[src/pst_pkg.sv]
package pst_pkg;

	// Field positions of the state word
	localparam int unsigned PST_IMPL_LSB = 28;
	localparam int unsigned PST_VER_LSB = 24;
	localparam int unsigned PST_N_BIT = 23;
	localparam int unsigned PST_Z_BIT = 22;
	localparam int unsigned PST_V_BIT = 21;
	localparam int unsigned PST_C_BIT = 20;
	localparam int unsigned PST_CPE_BIT = 13;
	localparam int unsigned PST_FPE_BIT = 12;
	localparam int unsigned PST_PIL_LSB = 8;
	localparam int unsigned PST_S_BIT = 7;
	localparam int unsigned PST_PS_BIT = 6;
	localparam int unsigned PST_ET_BIT = 5;
	localparam int unsigned PST_CWP_LSB = 0;

	// Field widths and default window count
	localparam int unsigned PST_ID_W = 4;
	localparam int unsigned PST_PIL_W = 4;
	localparam int unsigned PST_CWP_FIELD_W = 5;
	localparam int unsigned PST_NWIN_DEF = 8;

	// Interrupt level that ignores the level field, and the no-request level
	localparam logic [3:0] PST_NMI_LEVEL = 4'hF;
	localparam logic [3:0] PST_NO_IRQ = 4'h0;

	// Reset values
	localparam logic PST_S_RST = 1'b1;
	localparam logic PST_ET_RST = 1'b0;
	localparam logic [3:0] PST_ICC_RST = 4'h0;
	localparam logic [3:0] PST_PIL_RST = 4'h0;
	localparam logic PST_EN_RST = 1'b0;

	// Identification fields, values arbitrary
	localparam logic [3:0] PST_IMPL_DEF = 4'hA;
	localparam logic [3:0] PST_VER_DEF = 4'h5;

	// Operation kinds for condition-code generation
	typedef enum logic [1:0] {
		PST_OP_ADD = 2'b00,
		PST_OP_SUB = 2'b01,
		PST_OP_LOGIC = 2'b11
	} pst_op_t;

	// Run state of the unit
	typedef enum logic {
		PST_RUN = 1'b0,
		PST_ERROR = 1'b1
	} pst_mode_t;

endpackage : pst_pkg

[src/pst_icc_calc.sv]
`timescale 1ns/1ps
`default_nettype none
module pst_icc_calc
	import pst_pkg::*;
(
	input wire logic [31:0] i_op_a,
	input wire logic [31:0] i_op_b,
	input wire pst_op_t i_op,
	input wire logic [31:0] i_logic_res,
	output logic [31:0] o_result,
	output logic o_n,
	output logic o_z,
	output logic o_v,
	output logic o_c
);
	logic [32:0] sum;
	logic [32:0] diff;
	logic ovf_add;
	logic ovf_sub;

	assign sum = {1'b0, i_op_a} + {1'b0, i_op_b};
	assign diff = {1'b0, i_op_a} - {1'b0, i_op_b};
	assign ovf_add = (i_op_a[31] == i_op_b[31]) && (sum[31] != i_op_a[31]);
	assign ovf_sub = (i_op_a[31] != i_op_b[31]) && (diff[31] != i_op_a[31]);

	assign o_result = (i_op == PST_OP_ADD) ? sum[31:0] :
		(i_op == PST_OP_SUB) ? diff[31:0] : i_logic_res;
	assign o_n = o_result[31];
	assign o_z = (o_result == 32'h0000_0000);
	assign o_v = (i_op == PST_OP_ADD) ? ovf_add : (i_op == PST_OP_SUB) ? ovf_sub : 1'b0;
	// carry or borrow at bit 31
	assign o_c = (i_op == PST_OP_ADD) ? sum[32] : (i_op == PST_OP_SUB) ? diff[32] : 1'b0;
endmodule : pst_icc_calc
`default_nettype wire

[src/pst_state_reg.sv]
`timescale 1ns/1ps
`default_nettype none
// Contract
// - Negative flag follows result sign
// - Zero flag set for zero result
// - Overflow flag on unrepresentable result
// - Carry on add carry, subtract borrow
// - Coprocessor enable stored, instructions always trap
// - Float instructions trap while enable clear
// - Accept interrupt above level field
// - Level fifteen ignores level field
// - Supervisor bit selects privilege mode
// - Trap copies supervisor into prior supervisor
// - Trap clears trap enable bit
// - Traps off: ignore interrupts, exceptions halt
// - Window pointer moves modulo window count
// - Read-only implementation and version fields
// - Writes to read-only fields ignored
// - Access only by privileged read/write
module pst_state_reg
	import pst_pkg::*;
#(
	parameter int unsigned NWIN = PST_NWIN_DEF,
	parameter logic [3:0] IMPL_ID = PST_IMPL_DEF,
	parameter logic [3:0] VER_ID = PST_VER_DEF
) (
	input wire logic i_clk,
	input wire logic i_nrst,
	input wire logic i_ce,
	input wire logic i_cc_en,
	input wire pst_op_t i_op,
	input wire logic [31:0] i_op_a,
	input wire logic [31:0] i_op_b,
	input wire logic [31:0] i_logic_res,
	input wire logic i_exc_req,
	input wire logic [3:0] i_irq_level,
	input wire logic i_fp_instr,
	input wire logic i_cp_instr,
	input wire logic i_save,
	input wire logic i_restore,
	input wire logic i_rett,
	input wire logic i_rd_en,
	input wire logic i_wr_en,
	input wire logic [31:0] i_wr_data,
	output logic [31:0] o_rd_data,
	output logic [31:0] o_state,
	output logic o_supervisor,
	output logic o_trap_take,
	output logic o_irq_take,
	output logic o_fp_trap,
	output logic o_cp_trap,
	output logic o_priv_trap,
	output logic o_error_mode
);
	localparam int unsigned CWP_W = (NWIN <= 2) ? 1 : $clog2(NWIN);

	// Window count must fit the five-bit field and wrap by plain overflow
	if (NWIN < 2 || NWIN > 32 || (NWIN & (NWIN - 1)) != 0) begin : g_bad_nwin
		$error("NWIN must be a power of two from 2 to 32");
	end

	function automatic logic [CWP_W-1:0] cwp_step(input logic [CWP_W-1:0] cur, input logic up);
		cwp_step = up ? cur + 1'b1 : cur - 1'b1;
	endfunction : cwp_step

	logic n_q, n_d;
	logic z_q, z_d;
	logic v_q, v_d;
	logic c_q, c_d;
	logic cpe_q, cpe_d;
	logic fpe_q, fpe_d;
	logic [3:0] pil_q, pil_d;
	logic s_q, s_d;
	logic ps_q, ps_d;
	logic et_q, et_d;
	logic [CWP_W-1:0] cwp_q, cwp_d;
	logic [31:0] rd_q, rd_d;
	pst_mode_t mode_q, mode_d;

	logic [31:0] alu_res;
	logic alu_n;
	logic alu_z;
	logic alu_v;
	logic alu_c;
	logic running;
	logic access;
	logic priv_bad;
	logic wr_ok;
	logic rd_ok;
	logic fp_bad;
	logic exc_any;
	logic irq_ok;
	logic trap_go;
	logic halt_go;
	logic [CWP_W-1:0] wr_cwp;
	logic [31:0] state_word;

	pst_icc_calc u_icc (
		.i_op_a(i_op_a),
		.i_op_b(i_op_b),
		.i_op(i_op),
		.i_logic_res(i_logic_res),
		.o_result(alu_res),
		.o_n(alu_n),
		.o_z(alu_z),
		.o_v(alu_v),
		.o_c(alu_c)
	);

	assign running = (mode_q == PST_RUN);
	assign access = i_rd_en || i_wr_en;
	assign priv_bad = access && !s_q;
	// only privileged access reaches the word
	assign wr_ok = i_wr_en && s_q;
	assign rd_ok = i_rd_en && s_q;
	assign fp_bad = i_fp_instr && !fpe_q;
	assign o_cp_trap = i_cp_instr;
	assign o_fp_trap = fp_bad;
	assign o_priv_trap = priv_bad;
	assign exc_any = i_exc_req || fp_bad || i_cp_instr || priv_bad;
	assign irq_ok = (i_irq_level != PST_NO_IRQ) &&
		((i_irq_level == PST_NMI_LEVEL) || (i_irq_level > pil_q));
	assign o_irq_take = running && et_q && irq_ok && !exc_any;
	assign trap_go = running && et_q && (exc_any || irq_ok);
	assign halt_go = running && !et_q && exc_any;
	assign o_trap_take = trap_go;
	assign wr_cwp = i_wr_data[PST_CWP_LSB +: CWP_W];

	always_comb begin
		state_word = 32'h0000_0000;
		state_word[PST_IMPL_LSB +: PST_ID_W] = IMPL_ID;
		state_word[PST_VER_LSB +: PST_ID_W] = VER_ID;
		state_word[PST_N_BIT] = n_q;
		state_word[PST_Z_BIT] = z_q;
		state_word[PST_V_BIT] = v_q;
		state_word[PST_C_BIT] = c_q;
		state_word[PST_CPE_BIT] = cpe_q;
		state_word[PST_FPE_BIT] = fpe_q;
		state_word[PST_PIL_LSB +: PST_PIL_W] = pil_q;
		state_word[PST_S_BIT] = s_q;
		state_word[PST_PS_BIT] = ps_q;
		state_word[PST_ET_BIT] = et_q;
		state_word[PST_CWP_LSB +: CWP_W] = cwp_q;
	end

	always_comb begin
		n_d = n_q;
		z_d = z_q;
		v_d = v_q;
		c_d = c_q;
		cpe_d = cpe_q;
		fpe_d = fpe_q;
		pil_d = pil_q;
		s_d = s_q;
		ps_d = ps_q;
		et_d = et_q;
		cwp_d = cwp_q;
		mode_d = mode_q;
		rd_d = rd_q;
		if (halt_go) begin
			mode_d = PST_ERROR;
		end else if (trap_go) begin
			ps_d = s_q;
			s_d = 1'b1;
			et_d = 1'b0;
			cwp_d = cwp_step(cwp_q, 1'b0);
		end else if (running && wr_ok) begin
			n_d = i_wr_data[PST_N_BIT];
			z_d = i_wr_data[PST_Z_BIT];
			v_d = i_wr_data[PST_V_BIT];
			c_d = i_wr_data[PST_C_BIT];
			cpe_d = i_wr_data[PST_CPE_BIT];
			fpe_d = i_wr_data[PST_FPE_BIT];
			pil_d = i_wr_data[PST_PIL_LSB +: PST_PIL_W];
			s_d = i_wr_data[PST_S_BIT];
			ps_d = i_wr_data[PST_PS_BIT];
			et_d = i_wr_data[PST_ET_BIT];
			cwp_d = wr_cwp;
		end else if (running) begin
			if (i_cc_en) begin
				n_d = alu_n;
				z_d = alu_z;
				v_d = alu_v;
				c_d = alu_c;
			end
			if (i_save) begin
				cwp_d = cwp_step(cwp_q, 1'b0);
			end else if (i_restore || i_rett) begin
				cwp_d = cwp_step(cwp_q, 1'b1);
			end
			if (i_rett) begin
				s_d = ps_q;
				et_d = 1'b1;
			end
		end
		// Read returns the word as it stood before this cycle
		if (running && rd_ok) begin
			rd_d = state_word;
		end
	end

	always_ff @(posedge i_clk) begin
		if (!i_nrst) begin
			s_q <= PST_S_RST;
			et_q <= PST_ET_RST;
			ps_q <= PST_EN_RST;
			{n_q, z_q, v_q, c_q} <= PST_ICC_RST;
			cpe_q <= PST_EN_RST;
			fpe_q <= PST_EN_RST;
			pil_q <= PST_PIL_RST;
			cwp_q <= '0;
			mode_q <= PST_RUN;
			rd_q <= 32'h0000_0000;
		end else if (i_ce) begin
			{n_q, z_q, v_q, c_q} <= {n_d, z_d, v_d, c_d};
			cpe_q <= cpe_d;
			fpe_q <= fpe_d;
			pil_q <= pil_d;
			s_q <= s_d;
			ps_q <= ps_d;
			et_q <= et_d;
			cwp_q <= cwp_d;
			mode_q <= mode_d;
			rd_q <= rd_d;
		end
	end

	assign o_rd_data = rd_q;
	assign o_state = state_word;
	assign o_supervisor = s_q;
	assign o_error_mode = (mode_q == PST_ERROR);
endmodule : pst_state_reg
`default_nettype wire

[config.mk]
export PLATFORM = sky130hd
export DESIGN_NAME = pst_state_reg
export DESIGN_NICKNAME = d
export VERILOG_FILES = /design/src/pst_pkg.sv /design/src/pst_icc_calc.sv /design/src/pst_state_reg.sv
export SDC_FILE = /design/constraint.sdc
export NUM_CORES = 1
export LEC_CHECK = 0
export BUFFER_PORTS_ARGS = -buffer_cell sky130_fd_sc_hd__buf_2
export CAP_MARGIN = 20
export CELL_PAD_IN_SITES_DETAIL_PLACEMENT = 1
export CELL_PAD_IN_SITES_GLOBAL_PLACEMENT = 1
export CORE_MARGIN = 1
export CORE_UTILIZATION = 25
export DETAILED_ROUTE_END_ITERATION = 8
export GPL_TIMING_DRIVEN = 0
export PLACE_DENSITY = 0.61
export SLEW_MARGIN = 20
export SYNTH_ARGS = -nofsm -noshare
export SYNTH_HDL_FRONTEND = slang
export SYNTH_SLANG_ARGS = --single-unit
[constraint.sdc]
create_clock -name i_clk -period 4.72 [get_ports i_clk]
set_input_delay 0.472 -clock i_clk [delete_from_list [all_inputs] [get_ports i_clk]]
set_output_delay 0.472 -clock i_clk [all_outputs]
set_load 0.05 [all_outputs]
==> Implementation_results.wiki, run 1 <==
{| class="wikitable"
! Metric !! Value
|-
| Combinational family with the most area after synthesis || compound AO/OA/AOI/OAI gates
|-
| Setup-violating endpoint count in the final report || 0
|-
| Via density per instance || 5.01
|-
| Core ar. || 25000 µm²
|-
| Fraction of the mapped netlist area in adder cells || 14.4%
|-
| Violation count after the first detailed-route iteration || 404
|-
| CTS tree || built
|-
| Area of the die || 26100 µm²
|-
| Post-DRT Antenna Nets || 0
|-
| TritonCTS Buffers || 5
|-
| Filler Cell Count || 3220
|-
| Worst-path clk slew || 0.05 ns
|-
| Root buf cell || sky130_fd_sc_hd__clkbuf_16
|-
| Logic depth of the worst register-to-register path || 9
|-
| Part of the Yosys area used for sequential elements || 10.7%
|-
| Flip-flop count of the largest register, all copies and words added || 17
|-
| Wire length of the first global-routing pass || 38400 µm
|-
| Fraction of the mapped netlist area in compound gates || 30.5%
|-
| Worst-margin pin slew || 0.997 ns
|-
| Number of antenna violations at the first check in global routing || 1
|-
| Initial Util || 25.4%
|-
| Grt ovf || 0
|-
| Footprint of the multi-input gates || 4980 µm²
|-
| Xor/xnor cell area share of the yosys netlist || 3.31%
|-
| Relative slew slack || 33.0%
|-
| Vias in the first global route || 7141
|-
| Total of max-cap violations || 0
|-
| Simple logic cell fraction of the synthesized area || 26.0%
|-
| Status || finished, violations left
|-
| Overall global routing resource usage || 18.3%
|-
| Most used DFF post-synth || sky130_fd_sc_hd__dfxtp_1
|-
| Final-layout setup total negative slack || 0 ns
|-
| Ys Warns || 0
|-
| Flip-flop and latch area || 681 µm²
|-
| P&R area growth vs syn || 24.3%
|-
| Portion of netlist area occupied by mux cells || 2.44%
|-
| Floorplan row count || 58
|-
| Start-to-end type of the worst setup path || in -> reg
|-
| Startpoint Class || input pin
|-
| Synthesized area per cell || 6.88 µm²
|-
| HPWL after DPL || 20900 µm
|-
| Critical register-to-register path endpoint || z_q$_SDFFE_PN0P_
|-
| Number of hold buffers added after CTS || 0
|-
| Class of the tightest hold or removal check || in -> reg
|-
| Die boundary width || 161 µm
|-
| Worst ir drop on vdd || 0.118 mV
|-
| Final Skew || 0.00261 ns
|-
| Reg2reg start || o_supervisor$_SDFFE_PN1P_
|-
| Residual DRC || 1
|-
| Max Clk Rate || 0.245 GHz
|-
| Syn Std Cell Area || 6360 µm²
|-
| Sink Count || 34
|-
| Crit path DAT || 4.28 ns
|-
| Endpoint type of the worst setup path || register
|-
| R2r setup slk || 1.44 ns
|-
| Vias after detailed routing || 7321
|-
| Pwr dens || 206 nW/µm²
|-
| Weighted congestion at the end of routability-driven global placement || 0.829
|-
| Most common library cell in the layout ignoring fill and taps || sky130_fd_sc_hd__buf_2
|-
| Number of top-level pins || 217
|-
| Utilization after layout || 31.6%
|-
| Standby leakage power || 3.64 nW
|-
| Worst Hold End || ps_q$_SDFFE_PN0P_
|-
| IO buf count || 172
|-
| Fraction of synthesis flops using an asynchronous set or reset pin || 0%
|-
| Number of flops mapped to enable cells by yosys || 0
|-
| Synthesis-stage register bit count || 34
|-
| Violated checks || DRC
|-
| Maximum number of pins on one net before global-route repair || 11
|-
| Hold Vio Cnt, Final || 0
|-
| Number of pins with negative max-slew slack in the final report || 0
|-
| Height of the chip || 161 µm
|-
| Count of nets after finishing || 1347
|-
| Clk_lat worst skew || 0.28 ns
|-
| Share of final-layout standard cells stronger than drive strength 1 || 24.2%
|-
| Total routed wirelength || 24700 µm
|-
| WP data required || 4.92 ns
|-
| Cells after Synth || 924
|-
| Unrepaired setup endpoints after global routing || no
|-
| Length of the first detailed-routing pass in iterations || 7
|-
| Largest fanout on the critical path || 10
|-
| Cts repair resizes || 0
|-
| Hold Crit Start || i_nrst
|-
| Routed length per placed instance || 16.9 µm
|-
| Number of levels the H-tree was split into || 2
|-
| Number of buffers between clock root and the deepest sink || 2
|-
| Tmin final || 4.09 ns
|-
| WHS Path Cells || 3
|-
| Post-CTS setup repair buffer count || 0
|-
| Synth unique cells || 80
|-
| Most frequent cells in the layout || sky130_fd_sc_hd__buf_2 (186), sky130_fd_sc_hd__a21oi_1 (99), sky130_fd_sc_hd__nand2_1 (93)
|-
| Final worst path period share || 86.5%
|}
-- worst max path at each step --
stage / slack (ns) / end / startpoint / cells after the start
5_1_grt: 0.46 / z_q$_SDFFE_PN0P_ / i_op_b[7] / 15
3_3_place_gp: 0.54 / n_q$_SDFFE_PN0P_ / i_op_b[11] / 15
6_report: 0.63 / z_q$_SDFFE_PN0P_ / i_op_b[7] / 15
4_1_cts: 0.83 / n_q$_SDFFE_PN0P_ / i_op_b[11] / 15
3_5_place_dp: 0.56 / n_q$_SDFFE_PN0P_ / i_op_b[11] / 15
2_1_floorplan: 1.51 / o_irq_take / o_supervisor$_SDFFE_PN1P_ / 4
-- report_power, final --
group | internal [mW] | switching [mW]
logic | 0.330 | 0.604
clock network | 0.261 | 0.125
registers | 0.298 | 0.0132
-- metal layers --
layer  GRT usage (%)  vias to the layer above  wire length [µm]
met5               0                        -                 0
met4            3.56                        0               402
met3            2.34                       28              1150
met2            31.7                      207             11500
met1            24.2                     3416             11600
li1                -                     3670                 -
-- area by class of cell --
class	instances	share of cell area, %
sequential	34	8.61
clock inverter	1	0.380
multi-input combinational	755	63.0
clock buffer	6	1.76
antenna	1	0.0317
buffer	81	6.32
tap	330	5.22
timing repair buffer	172	10.9
inverter	80	3.80
-- cell families (layout without fill, tap and decap cells) --
| group | after synthesis | in the layout |
|---|---|---|
| AND/OR/NAND/NOR | 334 | 334 |
| AO/OA/AOI/OAI | 282 | 282 |
| buffers and inverters | 161 | 340 |
| adder cells (fa/ha/maj) | 72 | 72 |
| flip-flops | 34 | 34 |
| XOR/XNOR | 24 | 24 |
| multiplexers | 15 | 15 |
| other | 2 | 29 |
-- synthesized netlist by cell type, types with 4 or more instances --
master | instances | area (µm²)
sky130_fd_sc_hd__a2111oi_0 | 7 | 61.3
sky130_fd_sc_hd__a211oi_1 | 6 | 45.0
sky130_fd_sc_hd__a21o_1 | 11 | 82.6
sky130_fd_sc_hd__a21oi_1 | 99 | 495
sky130_fd_sc_hd__a221oi_1 | 4 | 35.0
sky130_fd_sc_hd__a31oi_1 | 11 | 68.8
sky130_fd_sc_hd__a41oi_1 | 5 | 43.8
sky130_fd_sc_hd__and2_1 | 7 | 43.8
sky130_fd_sc_hd__and3_1 | 4 | 25.0
sky130_fd_sc_hd__buf_2 | 14 | 70.1
sky130_fd_sc_hd__buf_4 | 47 | 353
sky130_fd_sc_hd__clkbuf_1 | 17 | 63.8
sky130_fd_sc_hd__dfxtp_1 | 34 | 681
sky130_fd_sc_hd__ha_1 | 70 | 876
sky130_fd_sc_hd__inv_1 | 79 | 297
sky130_fd_sc_hd__mux2_2 | 4 | 45.0
sky130_fd_sc_hd__mux2i_1 | 11 | 110
sky130_fd_sc_hd__nand2_1 | 93 | 349
sky130_fd_sc_hd__nand2b_1 | 12 | 75.1
sky130_fd_sc_hd__nand3_1 | 24 | 120
sky130_fd_sc_hd__nand4_1 | 14 | 87.6
sky130_fd_sc_hd__nor2_1 | 84 | 315
sky130_fd_sc_hd__nor2b_1 | 18 | 113
sky130_fd_sc_hd__nor3_1 | 20 | 100
sky130_fd_sc_hd__nor3b_1 | 5 | 37.5
sky130_fd_sc_hd__nor4_1 | 21 | 131
sky130_fd_sc_hd__o211ai_1 | 10 | 75.1
sky130_fd_sc_hd__o21a_1 | 11 | 82.6
sky130_fd_sc_hd__o21ai_0 | 38 | 190
sky130_fd_sc_hd__o21bai_1 | 11 | 82.6
sky130_fd_sc_hd__o311ai_0 | 5 | 43.8
sky130_fd_sc_hd__o31a_1 | 5 | 43.8
sky130_fd_sc_hd__o31ai_1 | 6 | 45.0
sky130_fd_sc_hd__or2_2 | 4 | 25.0
sky130_fd_sc_hd__or3_1 | 7 | 43.8
sky130_fd_sc_hd__or4_1 | 5 | 37.5
sky130_fd_sc_hd__xnor2_1 | 19 | 166
sky130_fd_sc_hd__xor2_1 | 5 | 43.8
-- stage by stage --
step           hold slack [ns]  instances  cell area [µm²]  power, mW  setup slack, ns
2_1_floorplan            0.445        950             6460      0.973             1.51
3_3_place_gp             0.442       1452             7730       1.24            0.537
3_5_place_dp             0.452       1452             7730       1.24            0.559
4_1_cts                  0.442       1459             7900       1.63            0.830
5_1_grt                  0.456       1460             7900       1.74            0.461
6_report                 0.450       1460             7900       1.63            0.635
-- worst max-delay path: stages --
cell and delay, ns:
sky130_fd_sc_hd__buf_2 0.09, sky130_fd_sc_hd__inv_1 0.04, sky130_fd_sc_hd__ha_1 0.43, sky130_fd_sc_hd__buf_4 0.23, sky130_fd_sc_hd__o21a_1 0.14, sky130_fd_sc_hd__nor2_1 0.06, sky130_fd_sc_hd__or4_1 0.48, sky130_fd_sc_hd__o221ai_1 0.35
sky130_fd_sc_hd__a21oi_1 0.15, sky130_fd_sc_hd__xnor2_1 0.15, sky130_fd_sc_hd__a2111oi_0 0.74, sky130_fd_sc_hd__nand4_1 0.31, sky130_fd_sc_hd__nor4_1 0.31, sky130_fd_sc_hd__o211ai_1 0.15, sky130_fd_sc_hd__o31ai_2 0.19
No activity file was read; power rests on OpenSTA's default activity.
==> run 2, diff against run 1 <==
Clock period 4.72 ns to 3.83 ns, I/O delays scaled along.
==> Implementation_results.wiki, run 2 (same netlist as run 1, synthesis figures left out) <==
{| class="wikitable"
! Metric !! Value
|-
| Status || finished, violations left
|-
| Violated checks || DRC
|-
| Logic depth of the worst register-to-register path || 9
|-
| Flip-flop count of the largest register, all copies and words added || 17
|-
| Endpoint type of the worst setup path || register
|-
| R2r setup slk || 0.55 ns
|-
| Setup-violating endpoint count in the final report || 0
|-
| Metal-1 WL || 11600 µm
|-
| Non-filler cells in the finished layout || 1460
|-
| Hold Vio Cnt, Final || 0
|-
| Wire length on met2 || 11500 µm
|-
| Largest fanout on the critical path || 10
|-
| Filler Cell Count || 3219
|-
| Post-CTS setup repair buffer count || 0
|-
| Start-to-end type of the worst setup path || in -> reg
|-
| Tmin final || 3.58 ns
|-
| Power spent charging and discharging nets || 0.917 mW
|-
| Weighted congestion at the end of routability-driven global placement || 0.829
|-
| Floorplan row count || 58
|-
| Number of antenna violations at the first check in global routing || 1
|-
| Initial Util || 25.4%
|-
| Total of max-cap violations || 0
|-
| Worst-margin pin slew || 1.03 ns
|-
| Startpoint Class || input pin
|-
| P&R area growth vs syn || 24.5%
|-
| WHS Path Cells || 3
|-
| Length of the first detailed-routing pass in iterations || 7
|-
| Violation count after the first detailed-route iteration || 403
|-
| Overall global routing resource usage || 18.3%
|-
| Clock power frac || 23.6%
|-
| Number of top-level pins || 217
|-
| Clk_lat worst skew || 0.28 ns
|-
| Final-layout setup total negative slack || 0 ns
|-
| Footprint of the multi-input gates || 4990 µm²
|-
| Die boundary width || 161 µm
|-
| Max Clk Rate || 0.279 GHz
|-
| Number of levels the H-tree was split into || 2
|-
| Grt ovf || 0
|-
| Pwr dens || 254 nW/µm²
|-
| Via density per instance || 5.01
|-
| Relative slew slack || 30.6%
|-
| CTS tree || built
|-
| Most frequent cells in the layout || sky130_fd_sc_hd__buf_2 (186), sky130_fd_sc_hd__a21oi_1 (98), sky130_fd_sc_hd__nand2_1 (93)
|-
| Total routed wirelength || 24700 µm
|-
| TritonCTS Buffers || 5
|-
| Flip-flop and latch area || 681 µm²
|-
| Worst ir drop on vdd || 0.146 mV
|-
| Share of power burned in registers || 19.1%
|-
| Count of nets after finishing || 1347
|-
| Switching share of power || 45.5%
|-
| Core ar. || 25000 µm²
|-
| Maximum number of pins on one net before global-route repair || 11
|-
| Post-DRT Antenna Nets || 0
|-
| Root buf cell || sky130_fd_sc_hd__clkbuf_16
|-
| Routed length per placed instance || 16.9 µm
|-
| Number of buffers between clock root and the deepest sink || 2
|-
| Height of the chip || 161 µm
|-
| Worst-path clk slew || 0.05 ns
|-
| Final Skew || 0.00240 ns
|-
| Residual DRC || 1
|-
| Class of the tightest hold or removal check || in -> reg
|-
| Share of final-layout standard cells stronger than drive strength 1 || 24.4%
|-
| Routed length on met3 || 1250 µm
|-
| Top sig layer || met4
|-
| Final worst path period share || 93.4%
|-
| Part of the power in combinational logic || 57.3%
|-
| Unrepaired setup endpoints after global routing || no
|-
| Wire length of the first global-routing pass || 38400 µm
|-
| Vias in the first global route || 7141
|-
| P_int || 1.10 mW
|-
| Crit path DAT || 3.77 ns
|-
| Most common library cell in the layout ignoring fill and taps || sky130_fd_sc_hd__buf_2
|-
| Vias after detailed routing || 7309
|-
| Sink Count || 34
|-
| IO buf count || 172
|-
| Cells after DPL || 1452
|-
| Standby leakage power || 3.64 nW
|-
| HPWL after DPL || 20900 µm
|-
| WP data required || 4.03 ns
|-
| Area of the die || 26100 µm²
|-
| Number of pins with negative max-slew slack in the final report || 0
|}
## run 2: cell types whose count changed in the layout (fill, tap and decap cells not counted)
cell                        before  now
sky130_fd_sc_hd__nor4_2          3    4
sky130_fd_sc_hd__a21oi_2         2    3
sky130_fd_sc_hd__a21oi_1        99   98
sky130_fd_sc_hd__a2111oi_0       7    6
sky130_fd_sc_hd__a2111oi_2       2    3
sky130_fd_sc_hd__nor4_1         21   20
## run 2: final timing paths
path                                                   to                       from
worst max register to register           z_q$_SDFFE_PN0P_  o_supervisor$_SDFFE_PN1P_
worst max-delay path                     n_q$_SDFFE_PN0P_                 i_op_b[11]
worst min register to register  o_rd_data[9]$_SDFFE_PN0P_  o_rd_data[9]$_SDFFE_PN0P_
worst min-delay path                    ps_q$_SDFFE_PN0P_                     i_nrst
## run 2: layer usage
layer	vias to the layer above	GRT usage [%]
met2	210	31.7
met1	3401	24.2
met4	0	3.56
met3	26	2.34
met5	-	0
li1	3672	-
## run 2: cell type report
type	count	area share, %
sequential	34	8.60
clock inverter	1	0.379
timing repair buffer	172	10.9
multi-input combinational	755	63.1
antenna	1	0.0316
tap	330	5.21
clock buffer	6	1.75
buffer	81	6.30
inverter	80	3.79
## run 2: metrics by stage
| stage | setup slack, ns | util (%) | area [µm²] | power, mW | hold WS [ns] |
|---|---|---|---|---|---|
| final | 0.251 | 31.6 | 7920 | 2.01 | 0.360 |
| after global routing | 0.0656 | 31.6 | 7920 | 2.15 | 0.367 |
| after CTS | 0.0288 | 31.6 | 7900 | 2.01 | 0.353 |
| after detailed placement | -0.242 | 30.9 | 7730 | 1.53 | 0.452 |
| after global placement | -0.264 | 30.9 | 7730 | 1.52 | 0.442 |
| after floorplan | 0.713 | - | 6460 | 1.20 | 0.445 |
## run 2: what timing repair did
action,4_1_cts,5_1_grt
gates resized for setup,0,4
hold buffers,0,0
endpoints found under the setup margin,0,3
## run 2: power groups by stage
stage	logic [mW]	clock network, mW	registers [mW]
final	1.15	0.475	0.384
after global routing	1.26	0.500	0.387
after CTS	1.15	0.483	0.384
after detailed placement	1.14	0	0.392
after global placement	1.13	0	0.392
after floorplan	0.782	0	0.418
## run 2: worst max-delay path: stages
cell	delay, ns
sky130_fd_sc_hd__buf_2	0.09
sky130_fd_sc_hd__inv_1	0.03
sky130_fd_sc_hd__ha_1	0.26
sky130_fd_sc_hd__clkbuf_2	0.25
sky130_fd_sc_hd__buf_4	0.23
sky130_fd_sc_hd__nand2_1	0.16
sky130_fd_sc_hd__nor4_2	0.39
sky130_fd_sc_hd__o21ai_0	0.30
sky130_fd_sc_hd__a21oi_2	0.26
sky130_fd_sc_hd__o211ai_1	0.21
sky130_fd_sc_hd__o211a_1	0.29
sky130_fd_sc_hd__and2_1	0.15
sky130_fd_sc_hd__nor3_1	0.42
sky130_fd_sc_hd__nand2_1	0.13
sky130_fd_sc_hd__a221oi_2	0.21
